**src/verilog/pwoc_consts.vh**
```
`ifndef PWOC_CONSTS_VH
`define PWOC_CONSTS_VH

`define PWOC_ADDR_CTRL       12'h000
`define PWOC_ADDR_STATUS     12'h004

`define PWOC_MODE_LSB        0
`define PWOC_MODE_MSB        2
`define PWOC_ASSIGN_LSB      4
`define PWOC_ASSIGN_MSB      6
`define PWOC_ASSIGN_TOP      6
`define PWOC_CTRL_MASK       8'h77

`define PWOC_CODE_NONE       3'h0
`define PWOC_CODE_SECOND     3'h1
`define PWOC_CODE_TWO        3'h2
`define PWOC_CODE_FOUR       3'h3

`define PWOC_MASK_NONE       6'h00
`define PWOC_MASK_SECOND     6'h02
`define PWOC_MASK_TWO        6'h03
`define PWOC_MASK_FOUR       6'h0F
`define PWOC_MASK_ALL        6'h3F

`define PWOC_MODE_RESET      3'h0
`define PWOC_ASSIGN_RST_ON   3'h7
`define PWOC_ASSIGN_RST_OFF  3'h0

`define PWOC_STAT_OWN_LSB    0
`define PWOC_STAT_IND_LSB    8
`define PWOC_STAT_CFG_BIT    16

`endif

```
**src/verilog/pwoc_pin_mux.v**
```verilog
`timescale 1ns/1ps
`include "pwoc_consts.vh"

module pwoc_pin_mux #(
   parameter PAIRS = 3
) (
   input  wire [2*PAIRS-1:0] ownMask,
   input  wire [PAIRS-1:0]   pairIndependent,
   input  wire [2*PAIRS-1:0] pwmRaw,
   input  wire [2*PAIRS-1:0] gpioOut,
   input  wire [2*PAIRS-1:0] gpioOe,
   output wire [2*PAIRS-1:0] pinOutNext,
   output wire [2*PAIRS-1:0] pinOeNext
);

   genvar p;
   generate
      for (p = 0; p < PAIRS; p = p + 1) begin : gPair
         wire evenPwm;
         wire oddPwm;
         assign evenPwm = pwmRaw[2*p];
         // Complementary pairs take the odd output from the even generator so the two never agree while both pins of the pair are owned
         assign oddPwm  = pairIndependent[p] ? pwmRaw[2*p+1] : ~pwmRaw[2*p];
         assign pinOutNext[2*p]   = ownMask[2*p]   ? evenPwm : gpioOut[2*p];
         assign pinOutNext[2*p+1] = ownMask[2*p+1] ? oddPwm  : gpioOut[2*p+1];
         assign pinOeNext[2*p]    = ownMask[2*p]   | gpioOe[2*p];
         assign pinOeNext[2*p+1]  = ownMask[2*p+1] | gpioOe[2*p+1];
      end
   endgenerate

endmodule // pwoc_pin_mux

```
**src/verilog/pwoc_top.v**
```verilog
`timescale 1ns/1ps
`include "pwoc_consts.vh"

module pwoc_top #(
   parameter PAIRS = 3,
   parameter ADDR_W = 12
) (
   input  wire               clk,
   input  wire               rst_n,
   input  wire               powerUpPinOwnerConfig,
   input  wire               psel,
   input  wire               penable,
   input  wire               pwrite,
   input  wire [ADDR_W-1:0]  paddr,
   input  wire [31:0]        pwdata,
   input  wire [3:0]         pstrb,
   output reg  [31:0]        prdata,
   output reg                pready,
   output reg                pslverr,
   input  wire [2*PAIRS-1:0] pwmRaw,
   input  wire [2*PAIRS-1:0] gpioOut,
   input  wire [2*PAIRS-1:0] gpioOe,
   output reg  [2*PAIRS-1:0] pinOut,
   output reg  [2*PAIRS-1:0] pinOe,
   output reg  [2*PAIRS-1:0] pwmPinOwned,
   output reg  [PAIRS-1:0]   pairIndependent
);

   localparam [2:0] ST_IDLE = 3'h1;
   localparam [2:0] ST_RESP = 3'h2;
   localparam [2:0] ST_HOLD = 3'h4;

   reg  [2:0]         state_reg;
   reg  [2:0]         state_next;
   reg  [2:0]         pinAssign_reg;
   reg  [2:0]         pinAssign_next;
   reg  [2:0]         pairMode_reg;
   reg  [2:0]         pairMode_next;
   reg                cfgSeen_reg;
   reg  [2*PAIRS-1:0] ownMask;
   reg  [31:0]        readData;
   reg                addrHit;
   wire [7:0]         ctrlByte;
   wire [2*PAIRS-1:0] pinOutNext;
   wire [2*PAIRS-1:0] pinOeNext;
   wire               accessReq;
   wire               writeFire;

   // A request is in its access phase
   assign accessReq = psel & penable;

   // Write lands only on the edge where the master sees pready high
   assign writeFire = (state_reg == ST_RESP) & accessReq & pwrite & pstrb[0];

   // Reserved bits 7 and 3 read back as zero
   assign ctrlByte = {1'b0, pinAssign_reg, 1'b0, pairMode_reg};

   // Pin assignment decode
   always @* begin
      case (pinAssign_reg)
         `PWOC_CODE_NONE: begin
            ownMask = `PWOC_MASK_NONE;
         end
         `PWOC_CODE_SECOND: begin
            ownMask = `PWOC_MASK_SECOND;
         end
         `PWOC_CODE_TWO: begin
            ownMask = `PWOC_MASK_TWO;
         end
         `PWOC_CODE_FOUR: begin
            ownMask = `PWOC_MASK_FOUR;
         end
         default: begin
            // Any code with the top bit set hands every output over
            ownMask = `PWOC_MASK_ALL;
         end
      endcase
   end

   // Address decode and read data
   always @* begin
      addrHit  = 1'b0;
      readData = 32'h0000_0000;
      case (paddr)
         `PWOC_ADDR_CTRL: begin
            addrHit  = 1'b1;
            readData = {24'h00_0000, ctrlByte};
         end
         `PWOC_ADDR_STATUS: begin
            addrHit  = 1'b1;
            readData[`PWOC_STAT_OWN_LSB +: 2*PAIRS] = pwmPinOwned;
            readData[`PWOC_STAT_IND_LSB +: PAIRS]   = pairIndependent;
            readData[`PWOC_STAT_CFG_BIT]            = cfgSeen_reg;
         end
         default: begin
            addrHit  = 1'b0;
            readData = 32'h0000_0000;
         end
      endcase
   end

   // Bus state machine: one wait cycle, then pready for one cycle
   always @* begin
      state_next = state_reg;
      case (state_reg)
         ST_IDLE: begin
            if (accessReq) begin
               state_next = ST_RESP;
            end
         end
         ST_RESP: begin
            state_next = ST_HOLD;
         end
         ST_HOLD: begin
            // Lets the master drop penable before a new access is seen
            state_next = ST_IDLE;
         end
         default: begin
            state_next = ST_IDLE;
         end
      endcase
   end

   // Control register next value
   always @* begin
      pinAssign_next = pinAssign_reg;
      pairMode_next  = pairMode_reg;
      if (writeFire && (paddr == `PWOC_ADDR_CTRL)) begin
         // Bits 7 and 3 are dropped, so they cannot be written
         pinAssign_next = pwdata[`PWOC_ASSIGN_MSB:`PWOC_ASSIGN_LSB];
         pairMode_next  = pwdata[`PWOC_MODE_MSB:`PWOC_MODE_LSB];
      end
   end

   always @(posedge clk) begin
      if (!rst_n) begin
         state_reg <= ST_IDLE;
      end else begin
         state_reg <= state_next;
      end
   end

   // Reset is synchronous, so the configuration bit is sampled by this clocked process
   always @(posedge clk) begin
      if (!rst_n) begin
         if (powerUpPinOwnerConfig) begin
            pinAssign_reg <= `PWOC_ASSIGN_RST_OFF;
         end else begin
            pinAssign_reg <= `PWOC_ASSIGN_RST_ON;
         end
         pairMode_reg <= `PWOC_MODE_RESET;
         cfgSeen_reg  <= powerUpPinOwnerConfig;
      end else begin
         pinAssign_reg <= pinAssign_next;
         pairMode_reg  <= pairMode_next;
      end
   end

   // Bus answer
   always @(posedge clk) begin
      if (!rst_n) begin
         pready  <= 1'b0;
         pslverr <= 1'b0;
         prdata  <= 32'h0000_0000;
      end else begin
         if ((state_reg == ST_IDLE) && accessReq) begin
            pready  <= 1'b1;
            pslverr <= ~addrHit;
            if (!pwrite) begin
               prdata <= readData;
            end else begin
               prdata <= 32'h0000_0000;
            end
         end else begin
            pready  <= 1'b0;
            pslverr <= 1'b0;
         end
      end
   end

   pwoc_pin_mux #(
      .PAIRS           (PAIRS)
   ) uPinMux (
      .ownMask         (ownMask),
      .pairIndependent (pairMode_reg),
      .pwmRaw          (pwmRaw),
      .gpioOut         (gpioOut),
      .gpioOe          (gpioOe),
      .pinOutNext      (pinOutNext),
      .pinOeNext       (pinOeNext)
   );

   // Pins are registered, so a control write reaches them one cycle later
   always @(posedge clk) begin
      if (!rst_n) begin
         pinOut          <= {2*PAIRS{1'b0}};
         pinOe           <= {2*PAIRS{1'b0}};
         pwmPinOwned     <= {2*PAIRS{1'b0}};
         pairIndependent <= {PAIRS{1'b0}};
      end else begin
         pinOut          <= pinOutNext;
         pinOe           <= pinOeNext;
         pwmPinOwned     <= ownMask;
         pairIndependent <= pairMode_reg;
      end
   end

endmodule // pwoc_top
```
**config.mk**
```make
export PLATFORM = sky130hd
export DESIGN_NAME = pwoc_top
export DESIGN_NICKNAME = d
export VERILOG_FILES = /design/src/verilog/pwoc_pin_mux.v /design/src/verilog/pwoc_top.v
export VERILOG_INCLUDE_DIRS = /design/src /design/src/verilog
export SDC_FILE = /design/constraint.sdc
export NUM_CORES = 1
export LEC_CHECK = 0
export BUFFER_PORTS_ARGS = -buffer_cell sky130_fd_sc_hd__buf_2
export CAP_MARGIN = 15
export CORE_MARGIN = 3
export CORE_UTILIZATION = 42
export DETAILED_ROUTE_END_ITERATION = 8
export GPL_ROUTABILITY_DRIVEN = 0
export PLACE_DENSITY = 0.91
export SETUP_SLACK_MARGIN = 0.5
export SYNTH_ARGS = -nofsm -noshare
export SYNTH_HDL_FRONTEND = slang
export SYNTH_SLANG_ARGS = --single-unit
export TNS_END_PERCENT = 1
```
**constraint.sdc**
```tcl
create_clock -name clk -period 2.59 [get_ports clk]
set_clock_uncertainty 0.15 [all_clocks]
set_input_delay 0.259 -clock clk [delete_from_list [all_inputs] [get_ports clk]]
set_output_delay 0.259 -clock clk [all_outputs]
set_load 0.005 [all_outputs]
```
==> impl_metrics.tcl, run 1 <==
set metrics [dict create \
    drive_gt1_frac 0.360 \
    final.fill_count 351 \
    path_buf_inv 1 \
    post_drt_via_cell_ratio 4.63 \
    rsz0062_at_grt "no" \
    crit_arrival_ps 1710 \
    cp_top_family "simple AND/OR/NAND/NOR gates" \
    worstHoldPathType "in2reg" \
    synth.distinct_cells 28 \
    largest_register_ffs 11 \
    end_kind "flop" \
    tritoncts "done" \
    outcome "finished, final reports clean" \
    path_depth 4 \
    cts_resized 0 \
    routed_wl_mm 3.62 \
    antenna_found_initial 0 \
    grt_pass1_wl_mm 5.29 \
    drtIter0Drc 124 \
    slew_viol_final 0 \
    fp-row-count 22 \
    netlist_area_sq_um 1670 \
    dr.pass1.iters 4 \
    design_area_sq_um 2090 \
    grt-ovfl-total 0 \
    yosys_warnings 0 \
    grt_max_degree 18 \
    max_freq_mhz 537 \
    clkSlewWorstSetupHoldPaths_ps 70 \
    hpwl_mm 2.89 \
    clock_path_buffers 2 \
    synth_seq_cells 42 \
    grt_pass1_vias 1235 \
    final.setup.tns_ps 0 \
    critPathRequiredTime_ps 2440 \
    finalCritPeriodShare 0.718 \
    slowest_delay_ps 420 \
    drc 0 \
    multiInputGateArea_sq_um 629 \
    fin_crit_ps 1860 \
    crit_slowest_cell "nor4_4" \
    cp-start-kind "flop" \
    crit_chain "inv_1 -> or3_1 -> nor4_4 -> nand2b_1" \
    p_leak_uw 0.00106 \
    cts_setup_buffers 0 \
    postRouteAntennaNets 0 \
    top_register "prdata" \
    wl_per_cell_um 12.2 \
    core_sq_um 3740 \
    place_area_sq_um 2000 \
    die_w_um 69.0 \
    insertion_delay_ps 290 \
    die_h_um 69.0 \
    pwr_density_cell_nw_per_um2 602 \
    path_max_fanout 4 \
    avgSynthCellArea_sq_um 9.63 \
    r2r_cells 4 \
    ys_seq_area_frac 0.529 \
    hold_violations 0 \
    htree_levels 2 \
    drv_cap 0 \
    cts_root_buffer "clkbuf_8" \
    dieArea_sq_um 4760 \
    vias 1380 \
    area_growth_pct 25.5 \
    finalSetupViolations 0 \
    regArea_sq_um 881 \
    numCtsBuffers 5 \
    global_route.usage.total 0.156 \
    hold_buffers 0 \
    cts_sinks 42 \
    pin_count 127 \
    synthCells 173 \
    hold_path_depth 3 \
    peakVddDrop_mv 0.260 \
    fin_nets 321 \
    start_util 0.445 \
    numPortBuffers 76 \
    largestRegisters "prdata: 11 flops, pinOe: 6 flops, pinOut: 6 flops" \
    n_antenna_cell 0 \
    worstSetupPathType "reg2reg" \
]
==> cells in the mapped netlist, drive strengths merged <==
cell	n	area share
nand2b	1	0.0038
clkinv	1	0.0023
edfxtp	4	0.072
clkbuf	4	0.0090
nand2	19	0.043
nor4	3	0.028
and2	2	0.0075
a21oi	6	0.018
nor3	5	0.018
nand3	3	0.012
mux2i	10	0.060
buf	25	0.11
nor2	21	0.047
inv	8	0.018
a211oi	2	0.0090
a32o	6	0.036
and4b	1	0.0060
dfxtp	38	0.46
or3	2	0.0075
conb	1	0.0023
o21ai	10	0.030
a21o	1	0.0045
==> layout make-up <==
type,count,area share
multi-input combinational,113,0.301
timing repair buffer,78,0.189
clock inverter,1,0.00239
clock buffer,7,0.0413
sequential,42,0.421
tap,48,0.0287
inverter,9,0.0162
==> layout by cell type, fill, tap and decap left out, types with 2 or more instances in the layout <==
cell type / count
buf_2: 76
a211oi_1: 2
nor3_1: 4
buf_4: 2
o21ai_0: 5
a32o_1: 6
o21ai_1: 5
nand2_1: 19
dfxtp_1: 38
and2_1: 2
nor2_1: 21
nor4_2: 2
or3_1: 2
nand3_1: 2
mux2i_1: 10
a21oi_1: 6
inv_1: 8
clkbuf_8: 6
edfxtp_1: 4
conb_1: 21
==> stage by stage <==
step / worst slack, ps / total power [uW] / utilization / std cells / hold slack, ps
after floorplan: 851 / 804 / - / 193 / 208
after global placement: 615 / 845 / 0.534 / 290 / 284
after detailed placement: 552 / 850 / 0.534 / 290 / 289
after CTS: 733 / 1280 / 0.558 / 298 / 14.6
after global routing: 667 / 1310 / 0.558 / 298 / 26.3
final: 729 / 1260 / 0.558 / 298 / 23.6
==> worst min-delay path, stage by stage <==
cell,delay (ps)
buf_2,70
nor2_1,30
nor2_1,60
==> where the power goes <==
part	internal [uW]	total (uW)	switching (uW)	leakage, uW
clock network	215	424	209	0.0000482
logic	62.1	131	69.1	0.000660
registers	685	703	17.9	0.000351
==> logic make-up (layout without fill, tap and decap cells) <==
| kind of cell | count (synthesis) | count (layout) | share of synthesized area |
|---|---|---|---|
| AOI/OAI and AO/OA | 25 | 25 | 0.0977 |
| other | 1 | 21 | 0.00225 |
| buffers and inverters | 38 | 95 | 0.138 |
| and+or+nand+nor | 57 | 57 | 0.173 |
| DFF | 42 | 42 | 0.529 |
| muxes | 10 | 10 | 0.0601 |
==> per-layer routing <==
metal | global-route usage | vias to the layer above | share of wire | routed length, um
met5 | 0 | - | 0 | 0
met4 | 0.0657 | 0 | 0.018 | 67
met3 | 0.0486 | 7 | 0.076 | 276
met2 | 0.306 | 53 | 0.54 | 1960
met1 | 0.147 | 634 | 0.36 | 1320
li1 | - | 686 | - | -
==> worst paths after layout <==
check,slack (ps),to,from
worst min-delay path,20,pinOe[4]$_SDFF_PN0_,gpioOe[4]
worst min register to register,300,prdata[1]$_SDFFE_PN0N_,prdata[1]$_SDFFE_PN0N_
worst max-delay path,730,pinAssign_reg[0]$_DFFE_PP_,state_reg[1]$_SDFFE_PN0P_
worst max register to register,730,pinAssign_reg[0]$_DFFE_PP_,state_reg[1]$_SDFFE_PN0P_
Note: power is estimated with default switching activity, not from simulation.
==> run 2, diff against run 1 <==
--- a/config.mk
+++ b/config.mk
@@ -9,10 +9,10 @@
 export BUFFER_PORTS_ARGS = -buffer_cell sky130_fd_sc_hd__buf_2
 export CAP_MARGIN = 15
 export CORE_MARGIN = 3
-export CORE_UTILIZATION = 42
+export CORE_UTILIZATION = 39
 export DETAILED_ROUTE_END_ITERATION = 8
 export GPL_ROUTABILITY_DRIVEN = 0
-export PLACE_DENSITY = 0.91
+export PLACE_DENSITY = 0.86
 export SETUP_SLACK_MARGIN = 0.5
 export SYNTH_ARGS = -nofsm -noshare
 export SYNTH_HDL_FRONTEND = slang
==> constraint.sdc (replaced) <==
create_clock -name clk -period 1.76 [get_ports clk]
set_clock_uncertainty 0.15 [all_clocks]
set_input_delay 0.176 -clock clk [delete_from_list [all_inputs] [get_ports clk]]
set_output_delay 0.176 -clock clk [all_outputs]
set_load 0.005 [all_outputs]
==> impl_metrics.tcl, run 2 (synthesized netlist as in run 1, its figures left out) <==
set metrics [dict create \
    slew_viol_final 0 \
    rsz0062_at_grt "yes" \
    cts_setup_buffers 0 \
    hold_violations 0 \
    drtIter0Drc 82 \
    insertion_delay_ps 290 \
    hpwl_mm 2.89 \
    cp-start-kind "flop" \
    largest_register_ffs 11 \
    antenna_found_initial 0 \
    largestRegisters "prdata: 11 flops, pinOe: 6 flops, pinOut: 6 flops" \
    peakVddDrop_mv 0.289 \
    top_register "prdata" \
    numPortBuffers 76 \
    start_util 0.410 \
    end_kind "flop" \
    area_growth_pct 40.6 \
    htree_levels 2 \
    drive_gt1_frac 0.357 \
    path_max_fanout 3 \
    wl_per_cell_um 11.9 \
    multiInputGateArea_sq_um 676 \
    max_freq_mhz 657 \
    numCtsBuffers 5 \
    design_area_sq_um 2340 \
    worstSetupPathType "reg2reg" \
    fin_nets 344 \
    drc 0 \
    fp-row-count 23 \
    mostFrequentLayoutCell "buf_2" \
    regArea_sq_um 881 \
    final.setup.tns_ps 0 \
    cts_sinks 42 \
    dieArea_sq_um 5090 \
    clkSlewWorstSetupHoldPaths_ps 70 \
    fin_cells 322 \
    hold_ws_ps 19.5 \
    grt_max_degree 18 \
    pin_count 127 \
    global_route.usage.total 0.148 \
    die_w_um 71.3 \
    crit_arrival_ps 1380 \
    pwr_density_cell_nw_per_um2 786 \
    fin_crit_ps 1520 \
    worstHoldPathType "in2reg" \
    outcome "finished, final reports clean" \
    drv_cap 0 \
    grt_pass1_vias 1371 \
    n_antenna_cell 0 \
    tritoncts "done" \
    finalCritPeriodShare 0.865 \
    finalSetupViolations 0 \
    postRouteAntennaNets 0 \
    utilization 0.577 \
    p_leak_uw 0.00117 \
    core_sq_um 4060 \
    vias 1457 \
    grt_pass1_wl_mm 5.80 \
    final.fill_count 375 \
    dr.pass1.iters 6 \
    critPathRequiredTime_ps 1620 \
    routed_wl_mm 3.83 \
    clock_path_buffers 2 \
    layout_common_cells "buf_2 (76), dfxtp_1 (38), nor2_1 (21), conb_1 (21), nand2_1 (19)" \
    die_h_um 71.3 \
    place_area_sq_um 2060 \
    cts_root_buffer "clkbuf_8" \
    post_drt_via_cell_ratio 4.52 \
    grt-ovfl-total 0 \
    dp.cells 297 \
]
[run 2: cell count changes in the layout (fill, tap and decap cells not counted), sizes merged]
cell         change
buf              +5
clkinv           -1
dlygate4sd3     +18
[run 2: what timing repair did]
action / CTS / global route
resized for setup: 1 / 3
hold buffers: 18 / 0
endpoints found under the hold margin: 15 / 0
pin swaps: 0 / 0
setup endpoints to repair: 18 / 24
[run 2: worst paths after layout]
path,startpoint,endpoint,slack [ps],cells past startpoint
worst max-delay path,state_reg[1]$_SDFFE_PN0P_,pinAssign_reg[0]$_DFFE_PP_,240,4
worst min-delay path,pwdata[5],pinAssign_reg[1]$_DFFE_PP_,20,3
worst max register to register,state_reg[1]$_SDFFE_PN0P_,pinAssign_reg[0]$_DFFE_PP_,240,4
worst min register to register,prdata[0]$_SDFFE_PN0N_,prdata[0]$_SDFFE_PN0N_,300,2
[run 2: power by group]
part / leakage (uW) / internal [uW] / total (uW) / switching, uW
clock: 0.0000383 / 273 / 565 / 292
sequential: 0.000351 / 1010 / 1030 / 21.1
combinational: 0.000777 / 127 / 246 / 119
[run 2: metrics by stage]
step	worst slack, ps	power, uW
final	237	1840
after global routing	190	1920
after CTS	210	1860
after detailed placement	45.9	1260
after global placement	74.4	1260
after floorplan	128	1190
[run 2: cell type report]
| class | instances | area share |
|---|---|---|
| Clock buffer | 7 | 0.0326 |
| Inverter | 9 | 0.0144 |
| Multi-Input combinational cell | 113 | 0.288 |
| Sequential cell | 42 | 0.376 |
| Tap cell | 50 | 0.0267 |
| Timing Repair Buffer | 101 | 0.262 |
[run 2: layer usage]
| layer | vias up | track usage | wire length (um) |
|---|---|---|---|
| li1 | 733 | - | - |
| met1 | 668 | 0.142 | 1410 |
| met2 | 48 | 0.281 | 2070 |
| met3 | 8 | 0.0365 | 263 |
| met4 | 0 | 0.0856 | 89 |
| met5 | - | 0 | 0 |
[run 2: critical path, cell delays in order (launching register included)]
cell and delay, ps:
dfxtp_1 310, inv_1 70, or3_4 350, nor4_4 170, nand2b_4 190
